[config.mk]
export PLATFORM = sky130hd
export DESIGN_NAME = dspdec_decoder
export DESIGN_NICKNAME = d
export VERILOG_FILES = /design/src/design/dspdec_pkg.sv /design/src/design/dspdec_field_split.sv /design/src/design/dspdec_cond_eval.sv /design/src/design/dspdec_decoder.sv
export SDC_FILE = /design/constraint.sdc
export NUM_CORES = 1
export LEC_CHECK = 0
export ABC_AREA = 1
export BUFFER_PORTS_ARGS = -buffer_cell sky130_fd_sc_hd__buf_4
export CORE_MARGIN = 1
export CORE_UTILIZATION = 45
export CTS_CLUSTER_SIZE = 40
export DETAILED_ROUTE_END_ITERATION = 16
export PLACE_DENSITY = 0.69
export SLEW_MARGIN = 40
export SYNTH_ARGS = -nofsm -noshare
export SYNTH_HDL_FRONTEND = slang
export SYNTH_SLANG_ARGS = --single-unit
[constraint.sdc]
create_clock -name mclk -period 3.3 [get_ports mclk]
set_input_delay 0.495 -clock mclk [delete_from_list [all_inputs] [get_ports mclk]]
set_output_delay 0.495 -clock mclk [all_outputs]
set_load 0.02 [all_outputs]
[src/design/dspdec_pkg.sv]
// Package: opcode patterns, field layouts and decoded-instruction carrier types
package dspdec_pkg;

  localparam int unsigned DSPDEC_WORD_W = 16;

  // Upper-byte opcodes
  localparam logic [7:0] OP_PROG_TO_DATA_MOVE = 8'h a5;
  localparam logic [7:0] OP_DATA_MOVE_SRC     = 8'h a8;
  localparam logic [7:0] OP_DATA_MOVE_DST     = 8'h a9;
  localparam logic [7:0] OP_ACC_HIGH_LOAD     = 8'h 6a;
  localparam logic [7:0] OP_ACC_LOW_LOAD      = 8'h 69;
  localparam logic [7:0] OP_ACC_MULT_SHIFT    = 8'h 6b;
  localparam logic [7:0] OP_BIT_TEST_MULT     = 8'h 6f;
  localparam logic [7:0] OP_MULT_LOAD_ACC     = 8'h 70;
  localparam logic [7:0] OP_MULT_LOAD_PROD    = 8'h 71;
  localparam logic [7:0] OP_MULT_LOAD_MOVE    = 8'h 72;
  localparam logic [7:0] OP_MULT_LOAD_SUB     = 8'h 74;
  localparam logic [7:0] OP_PAGE_LOAD_MEM     = 8'h 0d;
  localparam logic [7:0] OP_STATUS_LOAD_ZERO  = 8'h 0e;
  localparam logic [7:0] OP_STATUS_LOAD_ONE   = 8'h 0f;
  localparam logic [7:0] OP_PORT_INPUT        = 8'h af;
  localparam logic [7:0] OP_ACC_SHORT_LOAD    = 8'h b9;
  // Upper-nibble and 12-bit prefixes, plus the 3-bit and 2-bit tags that follow a nibble prefix
  localparam logic [3:0]  OP_NIB_IMMED        = 4'h b;
  localparam logic [2:0]  OP_PAGE_IMMED_TAG   = 3'h 6;
  localparam logic [11:0] OP_AUX_COMPARE      = 12'h bf4;
  localparam logic [11:0] OP_ACC_LONG_LOAD    = 12'h bf8;
  localparam logic [11:0] OP_AUX_LONG_LOAD    = 12'h bf0;
  localparam logic [11:0] OP_STATUS_BIT       = 12'h be4;
  localparam logic [3:0]  OP_COND_BRANCH_NIB  = 4'h e;
  localparam logic [1:0]  OP_COND_BRANCH_SUB  = 2'h 0;
  localparam logic [1:0]  OP_COND_CALL_SUB    = 2'h 2;
  localparam logic [1:0]  OP_COND_RETURN_SUB  = 2'h 3;

  // Status bit selects (low nibble of the status bit operation)
  localparam logic [3:0] STB_DUAL_BLOCK_DATA  = 4'h 4;
  localparam logic [3:0] STB_INT_ENABLE       = 4'h 0;
  localparam logic [3:0] STB_CARRY_RESET      = 4'h e;
  localparam logic [3:0] STB_OVM_RESET        = 4'h 2;
  localparam logic [3:0] STB_SXM_RESET        = 4'h 6;
  localparam logic [3:0] STB_TC_RESET         = 4'h a;
  localparam logic [3:0] STB_XF_RESET         = 4'h c;

  // Condition source select encodings
  localparam logic [1:0] COND_SRC_PIN_LOW     = 2'h 0;
  localparam logic [1:0] COND_SRC_TC_SET      = 2'h 1;
  localparam logic [1:0] COND_SRC_TC_CLEAR    = 2'h 2;
  localparam logic [1:0] COND_SRC_NONE        = 2'h 3;

  // Flag condition field positions within the mask/state nibbles
  localparam int unsigned FLAG_Z_POS          = 3;
  localparam int unsigned FLAG_L_POS          = 2;
  localparam int unsigned FLAG_V_POS          = 1;
  localparam int unsigned FLAG_C_POS          = 0;

  localparam logic [1:0] WORDS_ONE            = 2'h 1;
  localparam logic [1:0] WORDS_TWO            = 2'h 2;
  localparam logic [2:0] CYC_ONE              = 3'h 1;
  localparam logic [2:0] CYC_TWO              = 3'h 2;
  localparam logic [2:0] CYC_THREE            = 3'h 3;
  localparam logic [2:0] CYC_FOUR             = 3'h 4;

  typedef enum logic [5:0] {
    DSPDEC_OP_NONE,
    DSPDEC_OP_PROG_TO_DATA_BLOCK_MOVE,
    DSPDEC_OP_DATA_MOVE_SRC_IMM,
    DSPDEC_OP_DATA_MOVE_DST_IMM,
    DSPDEC_OP_AUX_COMPARE,
    DSPDEC_OP_ACC_HIGH_LOAD,
    DSPDEC_OP_ACC_LOW_LOAD,
    DSPDEC_OP_ACC_LOAD_MULT_SHIFT,
    DSPDEC_OP_ACC_LOAD_SHIFTED,
    DSPDEC_OP_ACC_SHORT_LOAD,
    DSPDEC_OP_MULT_LOAD_ACCUMULATE,
    DSPDEC_OP_MULT_LOAD_PRODUCT,
    DSPDEC_OP_MULT_LOAD_MOVE,
    DSPDEC_OP_MULT_LOAD_SUBTRACT,
    DSPDEC_OP_AUX_LOAD_SHORT,
    DSPDEC_OP_AUX_LOAD_LONG,
    DSPDEC_OP_PAGE_LOAD_IMM,
    DSPDEC_OP_PAGE_LOAD_MEM,
    DSPDEC_OP_BIT_TEST_BY_OPERAND,
    DSPDEC_OP_PORT_INPUT,
    DSPDEC_OP_STATUS_LOAD_ZERO,
    DSPDEC_OP_STATUS_LOAD_ONE,
    DSPDEC_OP_STATUS_BIT,
    DSPDEC_OP_COND_BRANCH,
    DSPDEC_OP_COND_CALL,
    DSPDEC_OP_COND_RETURN
  } dspdec_op_type;

  typedef enum logic [3:0] {
    DSPDEC_SB_NONE,
    DSPDEC_SB_DUAL_BLOCK_DATA,
    DSPDEC_SB_INT_ENABLE,
    DSPDEC_SB_CARRY_RESET,
    DSPDEC_SB_OVM_RESET,
    DSPDEC_SB_SXM_RESET,
    DSPDEC_SB_TC_RESET,
    DSPDEC_SB_XF_RESET
  } dspdec_status_bit_type;

  // Fetch unit to decoder
  typedef struct packed {
    logic        valid;
    logic [15:0] word;
  } dspdec_fetch_type;

  // Processor flags used for condition evaluation
  typedef struct packed {
    logic zero;
    logic negative;
    logic overflow;
    logic carry;
    logic tc;
    logic io_pin_low;
  } dspdec_flags_type;

  // Decoded instruction to the datapath
  typedef struct packed {
    logic                  valid;
    dspdec_op_type         op;
    logic                  illegal;
    logic [1:0]            words;
    logic [2:0]            cycles;
    logic                  indirect;
    logic [6:0]            direct_addr;
    logic [7:0]            indirect_ctl;
    logic [7:0]            short_imm;
    logic [15:0]           long_word;
    logic [8:0]            page_value;
    logic [2:0]            aux_register_select;
    logic [3:0]            shift_amount_field;
    logic [1:0]            compare_select_field;
    logic [1:0]            condition_source_select;
    logic [3:0]            flag_mask;
    logic [3:0]            flag_state;
    logic                  condition_met;
    dspdec_status_bit_type status_bit;
    logic                  acc_clear;
  } dspdec_decoded_type;

endpackage : dspdec_pkg

[src/design/dspdec_field_split.sv]
// Field extraction for the common operand forms of one instruction word
`timescale 1ns/10ps
`default_nettype none
module dspdec_field_split
  import dspdec_pkg::*;
(
  input  wire logic [15:0] word,
  output logic             indirect,
  output logic [6:0]       direct_addr,
  output logic [7:0]       indirect_ctl,
  output logic [7:0]       short_imm,
  output logic [2:0]       aux_sel,
  output logic [3:0]       shift_amt,
  output logic [1:0]       compare_sel,
  output logic [8:0]       page_value,
  output logic [1:0]       cond_src,
  output logic [3:0]       flag_mask,
  output logic [3:0]       flag_state
);
  always_comb
  begin
    indirect     = word[7];
    direct_addr  = word[6:0];
    indirect_ctl = word[7:0];
    short_imm    = word[7:0];
    aux_sel      = word[10:8];
    shift_amt    = word[3:0];
    compare_sel  = word[1:0];
    page_value   = word[8:0];
    cond_src     = word[9:8];
    flag_mask    = word[3:0];
    flag_state   = word[7:4];
  end
endmodule // dspdec_field_split
`default_nettype wire

[src/design/dspdec_cond_eval.sv]
// Condition evaluation for conditional branch, call and return
`timescale 1ns/10ps
`default_nettype none
module dspdec_cond_eval
  import dspdec_pkg::*;
(
  input  wire logic [1:0]       cond_src,
  input  wire logic [3:0]       flag_mask,
  input  wire logic [3:0]       flag_state,
  input  wire dspdec_flags_type flags,
  output logic                  met
);
  logic [3:0] actual;
  logic [3:0] hits;
  logic       src_ok;
  logic       flag_ok;

  always_comb
  begin
    actual                = '0;
    actual[FLAG_Z_POS]    = flags.zero;
    actual[FLAG_L_POS]    = flags.negative;
    actual[FLAG_V_POS]    = flags.overflow;
    actual[FLAG_C_POS]    = flags.carry;
    // Any masked flag in its required state meets the test; an empty mask tests nothing
    hits    = flag_mask & ~(actual ^ flag_state);
    flag_ok = (flag_mask == 4'h0) || (hits != 4'h0);
    case (cond_src)
      COND_SRC_PIN_LOW:  src_ok = flags.io_pin_low;
      COND_SRC_TC_SET:   src_ok = flags.tc;
      COND_SRC_TC_CLEAR: src_ok = ~flags.tc;
      COND_SRC_NONE:     src_ok = 1'b1;
      default:           src_ok = 1'b1;
    endcase
    met = src_ok & flag_ok;
  end
endmodule // dspdec_cond_eval
`default_nettype wire

[src/design/dspdec_decoder.sv]
// Instruction decoder for a subset of a 16-bit fixed-point DSP instruction set
// Summary of operation
// - Upper byte 1010 0101 is program-to-data block move, two words, three cycles.
// - 1011 1111 0100 01 plus field compares current aux register with register zero.
// - Upper byte 0110 1010 clears low accumulator, loads high half, one cycle.
// - Upper byte 0111 0010 loads multiplier operand, accumulates, moves data.
// - 1011 1111 1000 plus shift is two-word shifted accumulator load, two cycles.
// - 1011 0 plus register select loads aux register short immediate, two cycles.
// - 1011 110 plus nine-bit page loads page pointer immediate, two cycles.
// - Upper byte 0000 1101 loads page pointer from memory, two cycles.
// - Upper byte 0110 1111 tests bit chosen by multiplier operand into test flag.
// - Upper byte 1010 1111 is port input, port address in second word.
// - Upper bytes 0000 1110 and 0000 1111 load status zero and one.
// - Upper byte 1011 1001 loads accumulator short immediate; zero clears it.
// - Upper byte 0110 1011 loads accumulator shifted by multiplier operand.
// - Upper byte 0110 1001 loads low accumulator, no sign extension.
// - 1011 1111 0000 1 plus select loads aux register long immediate.
// - 0111 0000 and 0111 0001 load multiplier operand, accumulate or move product.
// - Upper byte 0111 0100 loads multiplier operand and subtracts product.
// - 1010 1000 and 1010 1001 are data block moves, two words, three cycles.
// - 1011 1110 0100 plus select is a status bit operation.
// - Condition source 00 pin low, 01 test set, 10 test clear, 11 none.
// - Low nibble masks flags, bits 4 to 7 give required flag state.
`timescale 1ns/10ps
`default_nettype none
module dspdec_decoder
  import dspdec_pkg::*;
(
  input  wire logic               mclk,
  input  wire logic               sys_rst,
  input  wire dspdec_fetch_type   fetch,
  input  wire dspdec_flags_type   flags,
  input  wire logic               exec_ready,
  output logic                    fetch_ready,
  output logic                    second_word_expected,
  output dspdec_decoded_type      decoded
);
  typedef enum logic [1:0] {
    DSPDEC_ST_OPCODE,
    DSPDEC_ST_OPERAND,
    DSPDEC_ST_HOLD
  } dspdec_phase_type;

  typedef struct packed {
    dspdec_phase_type   phase;
    dspdec_decoded_type pend;
    dspdec_decoded_type out;
  } dspdec_state_type;

  dspdec_state_type   state;
  dspdec_state_type   next_state;
  dspdec_decoded_type dec;
  logic               f_indirect;
  logic [6:0]         f_direct;
  logic [7:0]         f_ind_ctl;
  logic [7:0]         f_short;
  logic [2:0]         f_aux;
  logic [3:0]         f_shift;
  logic [1:0]         f_cmp;
  logic [8:0]         f_page;
  logic [1:0]         f_cond;
  logic [3:0]         f_mask;
  logic [3:0]         f_state;
  logic               cond_met;
  logic [7:0]         upper;
  logic [11:0]        upper12;

  dspdec_field_split u_fields (
    .word         (fetch.word),
    .indirect     (f_indirect),
    .direct_addr  (f_direct),
    .indirect_ctl (f_ind_ctl),
    .short_imm    (f_short),
    .aux_sel      (f_aux),
    .shift_amt    (f_shift),
    .compare_sel  (f_cmp),
    .page_value   (f_page),
    .cond_src     (f_cond),
    .flag_mask    (f_mask),
    .flag_state   (f_state)
  );

  dspdec_cond_eval u_cond (
    .cond_src   (f_cond),
    .flag_mask  (f_mask),
    .flag_state (f_state),
    .flags      (flags),
    .met        (cond_met)
  );

  assign upper   = fetch.word[15:8];
  assign upper12 = fetch.word[15:4];

  // Opcode word decode
  always_comb
  begin
    dec                         = '0;
    dec.valid                   = 1'b1;
    dec.words                   = WORDS_ONE;
    dec.cycles                  = CYC_ONE;
    dec.indirect                = f_indirect;
    dec.direct_addr             = f_direct;
    dec.indirect_ctl            = f_ind_ctl;
    dec.short_imm               = f_short;
    dec.aux_register_select     = f_aux;
    dec.shift_amount_field      = f_shift;
    dec.compare_select_field    = f_cmp;
    dec.page_value              = f_page;
    dec.condition_source_select = f_cond;
    dec.flag_mask               = f_mask;
    dec.flag_state              = f_state;
    dec.condition_met           = cond_met;
    dec.status_bit              = DSPDEC_SB_NONE;
    if (upper12 == OP_AUX_COMPARE && fetch.word[3:2] == 2'h 1)
    begin
      dec.op = DSPDEC_OP_AUX_COMPARE;
    end
    else if (upper12 == OP_ACC_LONG_LOAD)
    begin
      dec.op     = DSPDEC_OP_ACC_LOAD_SHIFTED;
      dec.words  = WORDS_TWO;
      dec.cycles = CYC_TWO;
    end
    else if (upper12 == OP_AUX_LONG_LOAD && fetch.word[3])
    begin
      dec.op                  = DSPDEC_OP_AUX_LOAD_LONG;
      dec.aux_register_select = fetch.word[2:0];
      dec.words               = WORDS_TWO;
      dec.cycles              = CYC_TWO;
    end
    else if (upper12 == OP_STATUS_BIT)
    begin
      dec.op = DSPDEC_OP_STATUS_BIT;
      case (fetch.word[3:0])
        STB_DUAL_BLOCK_DATA: dec.status_bit = DSPDEC_SB_DUAL_BLOCK_DATA;
        STB_INT_ENABLE:      dec.status_bit = DSPDEC_SB_INT_ENABLE;
        STB_CARRY_RESET:     dec.status_bit = DSPDEC_SB_CARRY_RESET;
        STB_OVM_RESET:       dec.status_bit = DSPDEC_SB_OVM_RESET;
        STB_SXM_RESET:       dec.status_bit = DSPDEC_SB_SXM_RESET;
        STB_TC_RESET:        dec.status_bit = DSPDEC_SB_TC_RESET;
        STB_XF_RESET:        dec.status_bit = DSPDEC_SB_XF_RESET;
        default:
        begin
          dec.op      = DSPDEC_OP_NONE;
          dec.illegal = 1'b1;
        end
      endcase
    end
    else if (fetch.word[15:12] == OP_NIB_IMMED && !fetch.word[11])
    begin
      dec.op     = DSPDEC_OP_AUX_LOAD_SHORT;
      dec.cycles = CYC_TWO;
    end
    else if (fetch.word[15:12] == OP_NIB_IMMED && fetch.word[11:9] == OP_PAGE_IMMED_TAG)
    begin
      dec.op     = DSPDEC_OP_PAGE_LOAD_IMM;
      dec.cycles = CYC_TWO;
    end
    else if (fetch.word[15:12] == OP_COND_BRANCH_NIB)
    begin
      dec.words  = WORDS_TWO;
      dec.cycles = cond_met ? CYC_FOUR : CYC_TWO;
      case (fetch.word[11:10])
        OP_COND_BRANCH_SUB: dec.op = DSPDEC_OP_COND_BRANCH;
        OP_COND_CALL_SUB:   dec.op = DSPDEC_OP_COND_CALL;
        OP_COND_RETURN_SUB:
        begin
          dec.op    = DSPDEC_OP_COND_RETURN;
          dec.words = WORDS_ONE;
        end
        default:
        begin
          dec.op      = DSPDEC_OP_NONE;
          dec.illegal = 1'b1;
          dec.words   = WORDS_ONE;
          dec.cycles  = CYC_ONE;
        end
      endcase
    end
    else
    begin
      case (upper)
        OP_PROG_TO_DATA_MOVE:
        begin
          dec.op     = DSPDEC_OP_PROG_TO_DATA_BLOCK_MOVE;
          dec.words  = WORDS_TWO;
          dec.cycles = CYC_THREE;
        end
        OP_DATA_MOVE_SRC, OP_DATA_MOVE_DST:
        begin
          dec.op     = (upper == OP_DATA_MOVE_SRC) ? DSPDEC_OP_DATA_MOVE_SRC_IMM
                                                   : DSPDEC_OP_DATA_MOVE_DST_IMM;
          dec.words  = WORDS_TWO;
          dec.cycles = CYC_THREE;
        end
        OP_ACC_HIGH_LOAD:    dec.op = DSPDEC_OP_ACC_HIGH_LOAD;
        OP_MULT_LOAD_MOVE:   dec.op = DSPDEC_OP_MULT_LOAD_MOVE;
        OP_BIT_TEST_MULT:    dec.op = DSPDEC_OP_BIT_TEST_BY_OPERAND;
        OP_ACC_MULT_SHIFT:   dec.op = DSPDEC_OP_ACC_LOAD_MULT_SHIFT;
        OP_ACC_LOW_LOAD:     dec.op = DSPDEC_OP_ACC_LOW_LOAD;
        OP_MULT_LOAD_ACC:    dec.op = DSPDEC_OP_MULT_LOAD_ACCUMULATE;
        OP_MULT_LOAD_PROD:   dec.op = DSPDEC_OP_MULT_LOAD_PRODUCT;
        OP_MULT_LOAD_SUB:    dec.op = DSPDEC_OP_MULT_LOAD_SUBTRACT;
        OP_PAGE_LOAD_MEM:
        begin
          dec.op     = DSPDEC_OP_PAGE_LOAD_MEM;
          dec.cycles = CYC_TWO;
        end
        OP_STATUS_LOAD_ZERO, OP_STATUS_LOAD_ONE:
        begin
          dec.op     = (upper == OP_STATUS_LOAD_ZERO) ? DSPDEC_OP_STATUS_LOAD_ZERO
                                                      : DSPDEC_OP_STATUS_LOAD_ONE;
          dec.cycles = CYC_TWO;
        end
        OP_PORT_INPUT:
        begin
          dec.op     = DSPDEC_OP_PORT_INPUT;
          dec.words  = WORDS_TWO;
          dec.cycles = CYC_TWO;
        end
        OP_ACC_SHORT_LOAD:
        begin
          dec.op        = DSPDEC_OP_ACC_SHORT_LOAD;
          dec.acc_clear = (f_short == 8'h 00);
        end
        default:
        begin
          dec.op      = DSPDEC_OP_NONE;
          dec.illegal = 1'b1;
        end
      endcase
    end
  end

  // Handshake: take a word while the output slot is free or being drained
  assign fetch_ready          = (state.phase != DSPDEC_ST_HOLD) || exec_ready;
  assign second_word_expected = (state.phase == DSPDEC_ST_OPERAND);
  assign decoded              = state.out;

  // Phase machine: opcode, operand, then hold until the datapath takes the result
  // A two-word opcode parks in pend so its operand never reaches the opcode decode
  always_comb
  begin
    next_state = state;
    if (state.out.valid && exec_ready)
    begin
      next_state.out.valid = 1'b0;
    end
    case (state.phase)
      DSPDEC_ST_OPCODE, DSPDEC_ST_HOLD:
      begin
        if (fetch.valid && fetch_ready)
        begin
          if (dec.words == WORDS_TWO)
          begin
            next_state.pend  = dec;
            next_state.phase = DSPDEC_ST_OPERAND;
          end
          else
          begin
            next_state.out   = dec;
            next_state.phase = DSPDEC_ST_HOLD;
          end
        end
        else if (!(state.out.valid && !exec_ready))
        begin
          next_state.phase = DSPDEC_ST_OPCODE;
        end
      end
      DSPDEC_ST_OPERAND:
      begin
        if (fetch.valid && fetch_ready)
        begin
          // Second word is an operand, never decoded as an opcode
          next_state.out           = state.pend;
          next_state.out.long_word = fetch.word;
          next_state.pend          = '0;
          next_state.phase         = DSPDEC_ST_HOLD;
        end
      end
      default:
      begin
        next_state.phase = DSPDEC_ST_OPCODE;
      end
    endcase
  end

  always_ff @(posedge mclk)
  begin
    if (sys_rst)
    begin
      state <= '0;
    end
    else
    begin
      state <= next_state;
    end
  end
endmodule // dspdec_decoder
`default_nettype wire

==> impl_metrics.py, run 1 <==
metrics = {
    "power_and_ir_drop": {
        "combPwrFrac_pct": 17.2,
        "internal_power_mw": 1.47,
        "ir_worst_vdd_v": 0.000258,
        "p_sw_share_pct": 31.1,
        "leakage_nw": 2.42,
        "p_per_area_nw_per_um2": 410,
        "clock_power_share_pct": 35.9,
        "switching_power_mw": 0.665,
        "seq_power_share_pct": 46.8,
    },
    "cts": {
        "cts_setup_buffers": 0,
        "cts_htree_levels": 3,
        "clock_latency_ns": 0.36,
        "clk_pin_slew_worst_paths_ns": 0.09,
        "numCtsBuffers": 9,
        "clkSinkCount": 79,
        "cts-root-buf": "clkbuf_8",
        "holdBufCountCts": 0,
        "clk_path_buf_depth": 2,
        "cts-resized-gates": 0,
        "cts_tree": "built",
    },
    "sta": {
        "clock_skew_ns": 0.0148,
        "final.setup.tns_ns": 0,
        "fmax_ghz": 0.445,
        "setup_viol": 0,
        "tightest_slew_ns": 0.767,
        "grt_setup_unrepaired": "false",
        "hold_viol": 0,
        "min_period_ns": 2.25,
        "relSlewSlack_pct": 48.9,
        "final_max_slew_viol_count": 0,
        "hold_ws_ns": 0.420,
        "finalCritPeriodShare_pct": 68.1,
    },
    "setup_path": {
        "critPathKind": "reg2reg",
        "end_kind": "flip-flop",
        "reg2regPathDepth": 11,
        "r2r-end": "decoded[67]",
        "cp-start-kind": "flip-flop",
        "worst_ep_required_time_ns": 3.52,
        "worstPathMaxFanout": 45,
        "crit_arrival_ns": 2.46,
        "reg2reg_from": "state[174]",
        "reg2reg_slack_ns": 1.05,
    },
    "global_routing": {
        "grt_pass1_vias": 4017,
        "gr-total-overflow": 0,
        "track_usage_pct": 22.4,
        "antenna_found_initial": 0,
        "grt_max_degree": 61,
        "grt_first_pass_wirelength_mm": 19.7,
    },
    "logic_synthesis": {
        "syn_area_per_cell_um2": 7.02,
        "synth_nets": 708,
        "post_synth_num_cell_types": 37,
        "synth_area_leaders": "dfxtp_1 33%, nand2_1 14%, buf_4 14%",
        "ys_seq_area_share_pct": 33.2,
        "synth_warnings": 0,
        "synth_area_um2": 4760,
        "yosysTopAreaCellShare_pct": 33.2,
        "synth_area_leader_cell": "dfxtp_1",
        "ys_seq_elements": 79,
        "synthCells": 678,
    },
    "min_path": {
        "hold_start": "fetch[4]",
        "min_to": "decoded[38]",
        "min_path_cells": 3,
        "hp-class": "in2reg",
    },
    "die": {
        "io_pins": 115,
        "rows": 37,
        "die-area_um2": 11000,
        "die_h_um": 105,
        "start_util_pct": 46.3,
        "core_um2": 10300,
        "fp.dieW_um": 105,
    },
    "finish": {
        "fin_cells": 838,
        "layout_commonest_cell": "nand2_1",
        "area_growth_pct": 9.52,
        "nNetsFinal": 727,
        "n_antenna_cell": 0,
        "drive_gt1_share_pct": 27.9,
        "mostFrequentLayoutCells": "177 x nand2_1, 117 x buf_4, 79 x dfxtp_1",
    },
    "place": {
        "dp_hpwl_mm": 8.75,
        "place_congestion": 0.937,
        "numPortBuffers": 114,
        "placed_cells": 822,
    },
    "detailed_routing": {
        "totalWireLength_mm": 12.0,
        "num_vias": 4267,
        "drc_errors": 0,
        "detail_route.wl_per_cell_um": 14.4,
        "drt-vias-per-instance": 5.09,
        "first_pass_iters": 5,
        "ant_nets": 0,
        "drtIter0Drc": 166,
    },
    "run_status": {
        "status": "finished, final reports clean",
    },
    "job": {
        "maxCapViolCount": 0,
    },
}
sequential cells by signal, summed over array words and instances, names as in the netlist:
register and flops:
decoded 47, state 32
logic make-up (layout without fill, tap and decap cells):
family | count (synthesis) | in the layout | share of synthesized area [%]
simple gates | 335 | 335 | 31.5
buf+inv | 164 | 188 | 21.4
compound gates | 96 | 96 | 12.8
flops | 79 | 79 | 33.2
fa+ha+maj | 4 | 4 | 1.05
worst max path at each step:
stage                           from     endpoint  cells past startpoint
after floorplan            fetch[10]   state[102]                     13
after global placement     fetch[10]  decoded[81]                     12
after detailed placement   fetch[10]  decoded[81]                     12
after CTS                 state[174]  decoded[68]                      9
after global routing      state[174]  decoded[83]                     13
final                     state[174]  decoded[67]                     11
layer usage:
layer	vias up	global-route usage (%)	part of all wire, %
met2	145	38.4	47
met1	1984	28.0	45
met4	0	7.85	2.1
li1	2119	-	-
met3	19	4.43	6.0
met5	-	0	0
cells in the mapped netlist, drive strengths merged:
cell type	n
a31oi	12
inv	51
o21ai	28
nand3	38
ha	4
nand2	203
a22oi	3
nor2	72
o211ai	3
o21bai	1
nor4	5
a21oi	46
dfxtp	79
clkinv	4
clkbuf	11
a211oi	2
nand4	11
nor3	6
buf	98
o31ai	1
power by group through the flow:
stage	Clock [mW]	Sequential (mW)	Combinational, mW
after floorplan	0	1.02	0.295
after global placement	0	1.02	0.365
after detailed placement	0	1.02	0.367
after CTS	0.784	1.00	0.368
after global routing	0.826	1.01	0.402
final	0.768	1.00	0.368
cell type report:
class,instances,area (um^2)
Timing Repair Buffer,117,878
Fill cell,1059,5060
Multi-Input combinational cell,435,2160
Inverter,55,214
Sequential cell,79,1580
Clock buffer,9,124
Clock inverter,7,83.8
Tap cell,136,170
per-stage QoR:
| stage | total power, mW | instance area, um^2 | utilization [%] | setup slack [ns] |
|---|---|---|---|---|
| finish | 2.14 | 5210 | 50.7 | 1.05 |
| global route | 2.23 | 5210 | 50.7 | 0.854 |
| CTS | 2.15 | 5210 | 50.7 | 1.07 |
| detailed placement | 1.39 | 5000 | 48.7 | 0.717 |
| global placement | 1.39 | 5000 | 48.7 | 0.718 |
| floorplan | 1.31 | 4760 | - | 1.32 |
critical path, cell delays in order (launching register included):
cell,delay (ns)
dfxtp_1,0.32
clkinv_1,0.22
nand3_1,0.19
nand2_1,0.08
inv_1,0.17
nand2_2,0.17
inv_1,0.21
nand3_4,0.16
nand2_4,0.11
inv_4,0.19
a21oi_1,0.22
nor2_1,0.05
Note: power is estimated with default switching activity, not from simulation.
==> run 2: changes to the inputs <==
--- a/config.mk
+++ b/config.mk
@@ -5,13 +5,13 @@
 export SDC_FILE = /design/constraint.sdc
 export NUM_CORES = 1
 export LEC_CHECK = 0
-export ABC_AREA = 1
+export ABC_AREA = 0
 export BUFFER_PORTS_ARGS = -buffer_cell sky130_fd_sc_hd__buf_4
 export CORE_MARGIN = 1
 export CORE_UTILIZATION = 45
 export CTS_CLUSTER_SIZE = 40
 export DETAILED_ROUTE_END_ITERATION = 16
-export PLACE_DENSITY = 0.69
+export PLACE_DENSITY = 0.72
 export SLEW_MARGIN = 40
 export SYNTH_ARGS = -nofsm -noshare
 export SYNTH_HDL_FRONTEND = slang
==> constraint.sdc (replaced) <==
create_clock -name mclk -period 2.05 [get_ports mclk]
set_input_delay 0.3075 -clock mclk [delete_from_list [all_inputs] [get_ports mclk]]
set_output_delay 0.3075 -clock mclk [all_outputs]
set_load 0.02 [all_outputs]
==> impl_metrics.py, run 2 <==
metrics = {
    "power_and_ir_drop": {
        "p_per_area_nw_per_um2": 651,
        "ir_worst_vdd_v": 0.000370,
        "leakage_nw": 2.58,
    },
    "sta": {
        "hold_ws_ns": 0.242,
        "grt_setup_unrepaired": "false",
        "final_max_slew_viol_count": 0,
        "tightest_slew_ns": 0.557,
        "fmax_ghz": 0.513,
        "clock_skew_ns": 0.00825,
        "setup_viol": 0,
        "finalCritPeriodShare_pct": 95.1,
        "relSlewSlack_pct": 62.8,
        "min_period_ns": 1.95,
        "hold_viol": 0,
    },
    "logic_synthesis": {
        "synth_common_cells": "87 x buf_4, 79 x dfxtp_1, 50 x nand2_1",
        "synth_warnings": 0,
        "synth_nets": 556,
        "synth_most_common_cell": "buf_4",
        "yosysTopAreaCellShare_pct": 35.3,
        "synth_area_um2": 4490,
        "synth-edff-count": 0,
        "synth_area_leader_cell": "dfxtp_1",
        "post_synth_num_cell_types": 69,
        "synthCells": 526,
        "async_flop_share_pct": 0,
        "syn_area_per_cell_um2": 8.53,
        "ys_seq_elements": 79,
        "ys.flop_type": "dfxtp_1",
        "synth_area_leaders": "dfxtp_1 35%, buf_4 15%, nand2_1 4.2%",
        "ys_seq_area_share_pct": 35.3,
    },
    "detailed_routing": {
        "first_pass_iters": 4,
        "drtIter0Drc": 197,
        "num_vias": 4183,
        "drt-vias-per-instance": 5.50,
        "detail_route.wl_per_cell_um": 17.6,
        "ant_nets": 0,
        "totalWireLength_mm": 13.4,
        "drc_errors": 0,
    },
    "finish": {
        "n_antenna_cell": 0,
        "nNetsFinal": 653,
        "drive_gt1_share_pct": 40.3,
        "mostFrequentLayoutCells": "204 x buf_4, 79 x dfxtp_1, 50 x nand2_1",
        "fin_cells": 761,
        "layout_commonest_cell": "buf_4",
        "largest_reg_flops": 47,
        "area_growth_pct": 29.9,
    },
    "die": {
        "core_um2": 9730,
        "die-area_um2": 10400,
        "rows": 36,
        "fp.dieW_um": 102,
        "io_pins": 115,
        "start_util_pct": 46.1,
        "die_h_um": 102,
    },
    "cts": {
        "cts_tree": "built",
        "holdBufCountCts": 0,
        "clk_path_buf_depth": 2,
        "cts-root-buf": "clkbuf_8",
        "clkSinkCount": 79,
        "clock_latency_ns": 0.36,
        "numCtsBuffers": 9,
        "cts_htree_levels": 3,
        "clk_pin_slew_worst_paths_ns": 0.09,
    },
    "setup_path": {
        "worst_ep_required_time_ns": 2.31,
        "cp_common_cell": "buf_4",
        "critPathKind": "in2reg",
        "timing.critical_path.slowest_cell_delay_ns": 0.55,
        "timing.critical_path.buf_inv": 3,
        "path_cells": "buf_4 > buf_4 > or4b_4 > o32ai_4 > a2111oi_0 > nor3_1 > buf_4 > nor3_1 > a221o_1",
        "crit_family": "simple AND/OR/NAND/NOR gates",
        "cp-start-kind": "input port",
        "crit_arrival_ns": 2.21,
        "worst_path_max_delay_cell": "or4b_4",
        "worstPathMaxFanout": 5,
        "end_kind": "flip-flop",
    },
    "min_path": {
        "hp-class": "in2reg",
    },
    "place": {
        "place_congestion": 0.954,
        "numPortBuffers": 114,
        "placed_cells": 744,
        "dp_hpwl_mm": 10.1,
    },
    "global_routing": {
        "grt_pass1_vias": 4025,
        "grt_max_degree": 28,
        "antenna_found_initial": 0,
        "gr-total-overflow": 0,
        "grt_first_pass_wirelength_mm": 21.0,
        "track_usage_pct": 26.5,
    },
    "run_status": {
        "status": "finished, final reports clean",
    },
    "job": {
        "maxCapViolCount": 0,
    },
}
[run 2: cell types whose count changed after synthesis, moves of 17 or more]
cell	change
and2_1	+17
nand2_2	-21
nor2_1	-49
a21oi_2	-18
nand2_1	-127
a22o_1	+21
inv_1	-39
[run 2: repair_timing]
| item | 4_1_cts | 5_1_grt |
|---|---|---|
| setup endpoints to repair | 0 | 1 |
| resized for setup | 0 | 0 |
| setup buffers | 0 | 1 |
[run 2: cell families (layout without fill, tap and decap cells)]
group	after synthesis	after routing	share of synthesized area, %
and+or+nand+nor	175	175	21.8
AOI/OAI and AO/OA	132	132	21.8
buffers and inverters	127	229	18.2
DFF	79	79	35.3
xor gates and xnor gates	6	6	1.17
adders and majority gates	4	4	1.12
muxes	3	3	0.697
[run 2: worst register-to-register path, stage by stage (launching register included)]
cell and delay, ns:
dfxtp_1 0.34, nor2b_1 0.14, and2_1 0.17, nor2_1 0.19
a21boi_4 0.54, buf_4 0.24, nand2_1 0.05, o21ai_0 0.07
[run 2: worst paths after layout]
path,depth (start not counted),slack (ns),endpoint,from
max,9,0.1,decoded[74],fetch[14]
min,3,0.24,state[175],exec_ready
max reg2reg,7,0.25,decoded[2],state[174]
min reg2reg,2,0.46,state[156],state[156]
[run 2: final cells by class]
cell class / instances / area, um^2
Timing Repair Buffer: 208 / 1610
Multi-Input combinational cell: 320 / 2200
Sequential cell: 79 / 1580
Tap cell: 133 / 166
Clock buffer: 10 / 128
Fill cell: 867 / 3900
Clock inverter: 6 / 115
Inverter: 5 / 23.8
[run 2: layer usage]
layer | global-route usage (%) | wire (um)
met4 | 10.8 | 369
met1 | 34.9 | 6120
met2 | 43.3 | 6210
met5 | 0 | 0
met3 | 4.17 | 697
[run 2: through the flow]
stage	total power [mW]	cell area, um^2	setup TNS, ns	setup slack (ns)	utilization, %
2_1_floorplan	2.10	4610	0	0.000140	-
3_3_place_gp	2.35	5570	-10.78	-0.270	57.2
3_5_place_dp	2.37	5570	-14.79	-0.343	57.2
4_1_cts	3.79	5810	0	0.0347	59.7
5_1_grt	3.91	5830	0	0.0235	59.9
6_report	3.79	5830	0	0.0997	59.9
[run 2: power breakdown]
part / total [mW] / internal, mW / switching [mW]
combinational: 0.731 / 0.329 / 0.402
clock: 1.45 / 0.819 / 0.634
sequential: 1.61 / 1.57 / 0.0347
==> run 3: changes to the inputs <==
--- a/config.mk
+++ b/config.mk
@@ -11,6 +11,7 @@
 export CORE_UTILIZATION = 45
 export CTS_CLUSTER_SIZE = 40
 export DETAILED_ROUTE_END_ITERATION = 16
+export MAX_ROUTING_LAYER = met4
 export PLACE_DENSITY = 0.72
 export SLEW_MARGIN = 40
 export SYNTH_ARGS = -nofsm -noshare
==> constraint.sdc (replaced) <==
create_clock -name mclk -period 1.7 [get_ports mclk]
set_input_delay 0.255 -clock mclk [delete_from_list [all_inputs] [get_ports mclk]]
set_output_delay 0.255 -clock mclk [all_outputs]
set_load 0.02 [all_outputs]
==> impl_metrics.py, run 3 (synthesis results as in run 2) <==
metrics = {
    "finish": {
        "final_area_um2": 6300,
        "final-seq-area_um2": 1580,
        "multi_input_area_um2": 2440,
        "nNetsFinal": 674,
        "mostFrequentLayoutCells": "212 x buf_4, 77 x dfxtp_1, 49 x nand2_1",
        "largest_reg_flops": 47,
        "n_antenna_cell": 0,
        "final_core_util_pct": 64.7,
        "nFillCells": 859,
        "drive_gt1_share_pct": 48.2,
        "layout_commonest_cell": "buf_4",
        "area_growth_pct": 40.4,
    },
    "cts": {
        "clock_latency_ns": 0.35,
        "cts_htree_levels": 3,
        "cts_tree": "built",
        "clk_pin_slew_worst_paths_ns": 0.08,
        "clkSinkCount": 79,
        "clk_path_buf_depth": 2,
        "cts-root-buf": "clkbuf_8",
        "numCtsBuffers": 9,
    },
    "power_and_ir_drop": {
        "ir_worst_vdd_v": 0.000399,
        "p_per_area_nw_per_um2": 701,
        "seq_power_share_pct": 43.9,
        "p_sw_share_pct": 29.4,
        "switching_power_mw": 1.30,
        "internal_power_mw": 3.12,
        "combPwrFrac_pct": 22.2,
        "leakage_nw": 2.76,
        "p_total_mw": 4.41,
        "clock_power_share_pct": 33.9,
    },
    "setup_path": {
        "worst_ep_required_time_ns": 1.97,
        "reg2reg_slack_ns": 0,
        "reg2regPathDepth": 6,
        "critPathKind": "in2reg",
        "cp-start-kind": "input port",
        "end_kind": "flip-flop",
        "crit_arrival_ns": 2.07,
        "worstPathMaxFanout": 7,
    },
    "sta": {
        "fmax_ghz": 0.556,
        "grt_setup_unrepaired": "true",
        "clock_skew_ns": 0.0131,
        "setup_viol": 5,
        "hold_viol": 0,
        "fin_ws_ns": -0.0976,
        "finalCritPeriodShare_pct": 106,
        "tightest_slew_ns": 0.497,
        "min_period_ns": 1.80,
        "final_max_slew_viol_count": 0,
        "relSlewSlack_pct": 66.8,
    },
    "detailed_routing": {
        "drtIter0Drc": 249,
        "first_pass_iters": 5,
        "drc_errors": 0,
        "num_vias": 4366,
        "detail_route.wl_per_cell_um": 18.2,
        "drt-vias-per-instance": 5.58,
        "ant_nets": 0,
        "totalWireLength_mm": 14.2,
    },
    "global_routing": {
        "grt_pass1_vias": 4094,
        "track_usage_pct": 28.5,
        "gr-total-overflow": 0,
        "grt_max_degree": 34,
        "grt_first_pass_wirelength_mm": 21.7,
        "antenna_found_initial": 0,
    },
    "die": {
        "io_pins": 115,
        "rows": 36,
        "core_um2": 9730,
        "start_util_pct": 46.1,
        "fp.dieW_um": 102,
        "die_h_um": 102,
        "die-area_um2": 10400,
    },
    "place": {
        "numPortBuffers": 114,
        "place_area_um2": 5820,
        "place_congestion": 0.949,
        "dp_hpwl_mm": 10.6,
    },
    "min_path": {
        "hp-class": "in2reg",
        "min_path_cells": 3,
    },
    "run_status": {
        "violations": "setup timing",
        "status": "finished, violations left",
    },
    "job": {
        "maxCapViolCount": 0,
    },
}
[run 3: cell count changes in the layout (fill, tap and decap cells not counted), sizes merged]
cell,previous run,this run
clkbuf,10,11
buf,208,229
clkinv,0,2
bufinv,3,1
inv,7,6
[run 3: repair_timing]
| item | CTS | global route |
|---|---|---|
| gates cloned | 0 | 0 |
| setup buffers | 3 | 3 |
| resized for setup | 20 | 35 |
| pin swaps | 5 | 10 |
| endpoints found under the setup margin | 64 | 58 |
| hold buffers | 0 | 0 |
[run 3: per-stage QoR]
stage	hold slack [ns]	setup TNS, ns	cells	setup WS, ns
5_1_grt	0.182	-1.12	782	-0.135
6_report	0.197	-0.158	782	-0.0976
2_1_floorplan	0.388	-12.75	526	-0.289
3_3_place_gp	0.438	-31.28	761	-0.488
3_5_place_dp	0.446	-33.53	761	-0.560
4_1_cts	0.169	-0.0183	780	-0.0183
[run 3: cell type report]
cell class | instances | area share [%]
multi-input cells | 320 | 38.8
clock buffers | 11 | 2.40
flip-flops and latches | 79 | 25.2
inverters | 5 | 0.616
well taps | 133 | 2.64
clock inverters | 5 | 1.01
repair buffers | 229 | 29.4
[run 3: power by group through the flow]
stage	Clock [mW]	Combinational (mW)	Sequential (mW)
after floorplan	0	0.590	1.97
after global placement	0	0.912	1.98
after detailed placement	0	0.920	1.98
after CTS	1.51	0.943	1.94
after global routing	1.61	1.04	1.95
final	1.49	0.981	1.94
[run 3: worst max-delay path, stage by stage]
cell and delay (ns):
buf_12 0.12, ha_4 0.18, mux2_4 0.25, and3_4 0.18, or3_4 0.42, o41ai_4 0.22
o211ai_1 0.19, o22ai_1 0.24
[run 3: worst paths after layout]
path / start / to
setup / recovery: fetch[11] / decoded[79]
hold / removal: exec_ready / state[175]
hold reg to reg: state[119] / state[119]
setup reg to reg: state[175] / decoded[83]
[run 3: routing by layer]
metal / part of all wire [%] / wire (um) / GRT usage (%)
met5: 0 / 0 / -
met4: 1.2 / 177 / 8.24
met3: 5.6 / 800 / 4.58
met2: 48 / 6880 / 46.3
met1: 45 / 6340 / 36.7
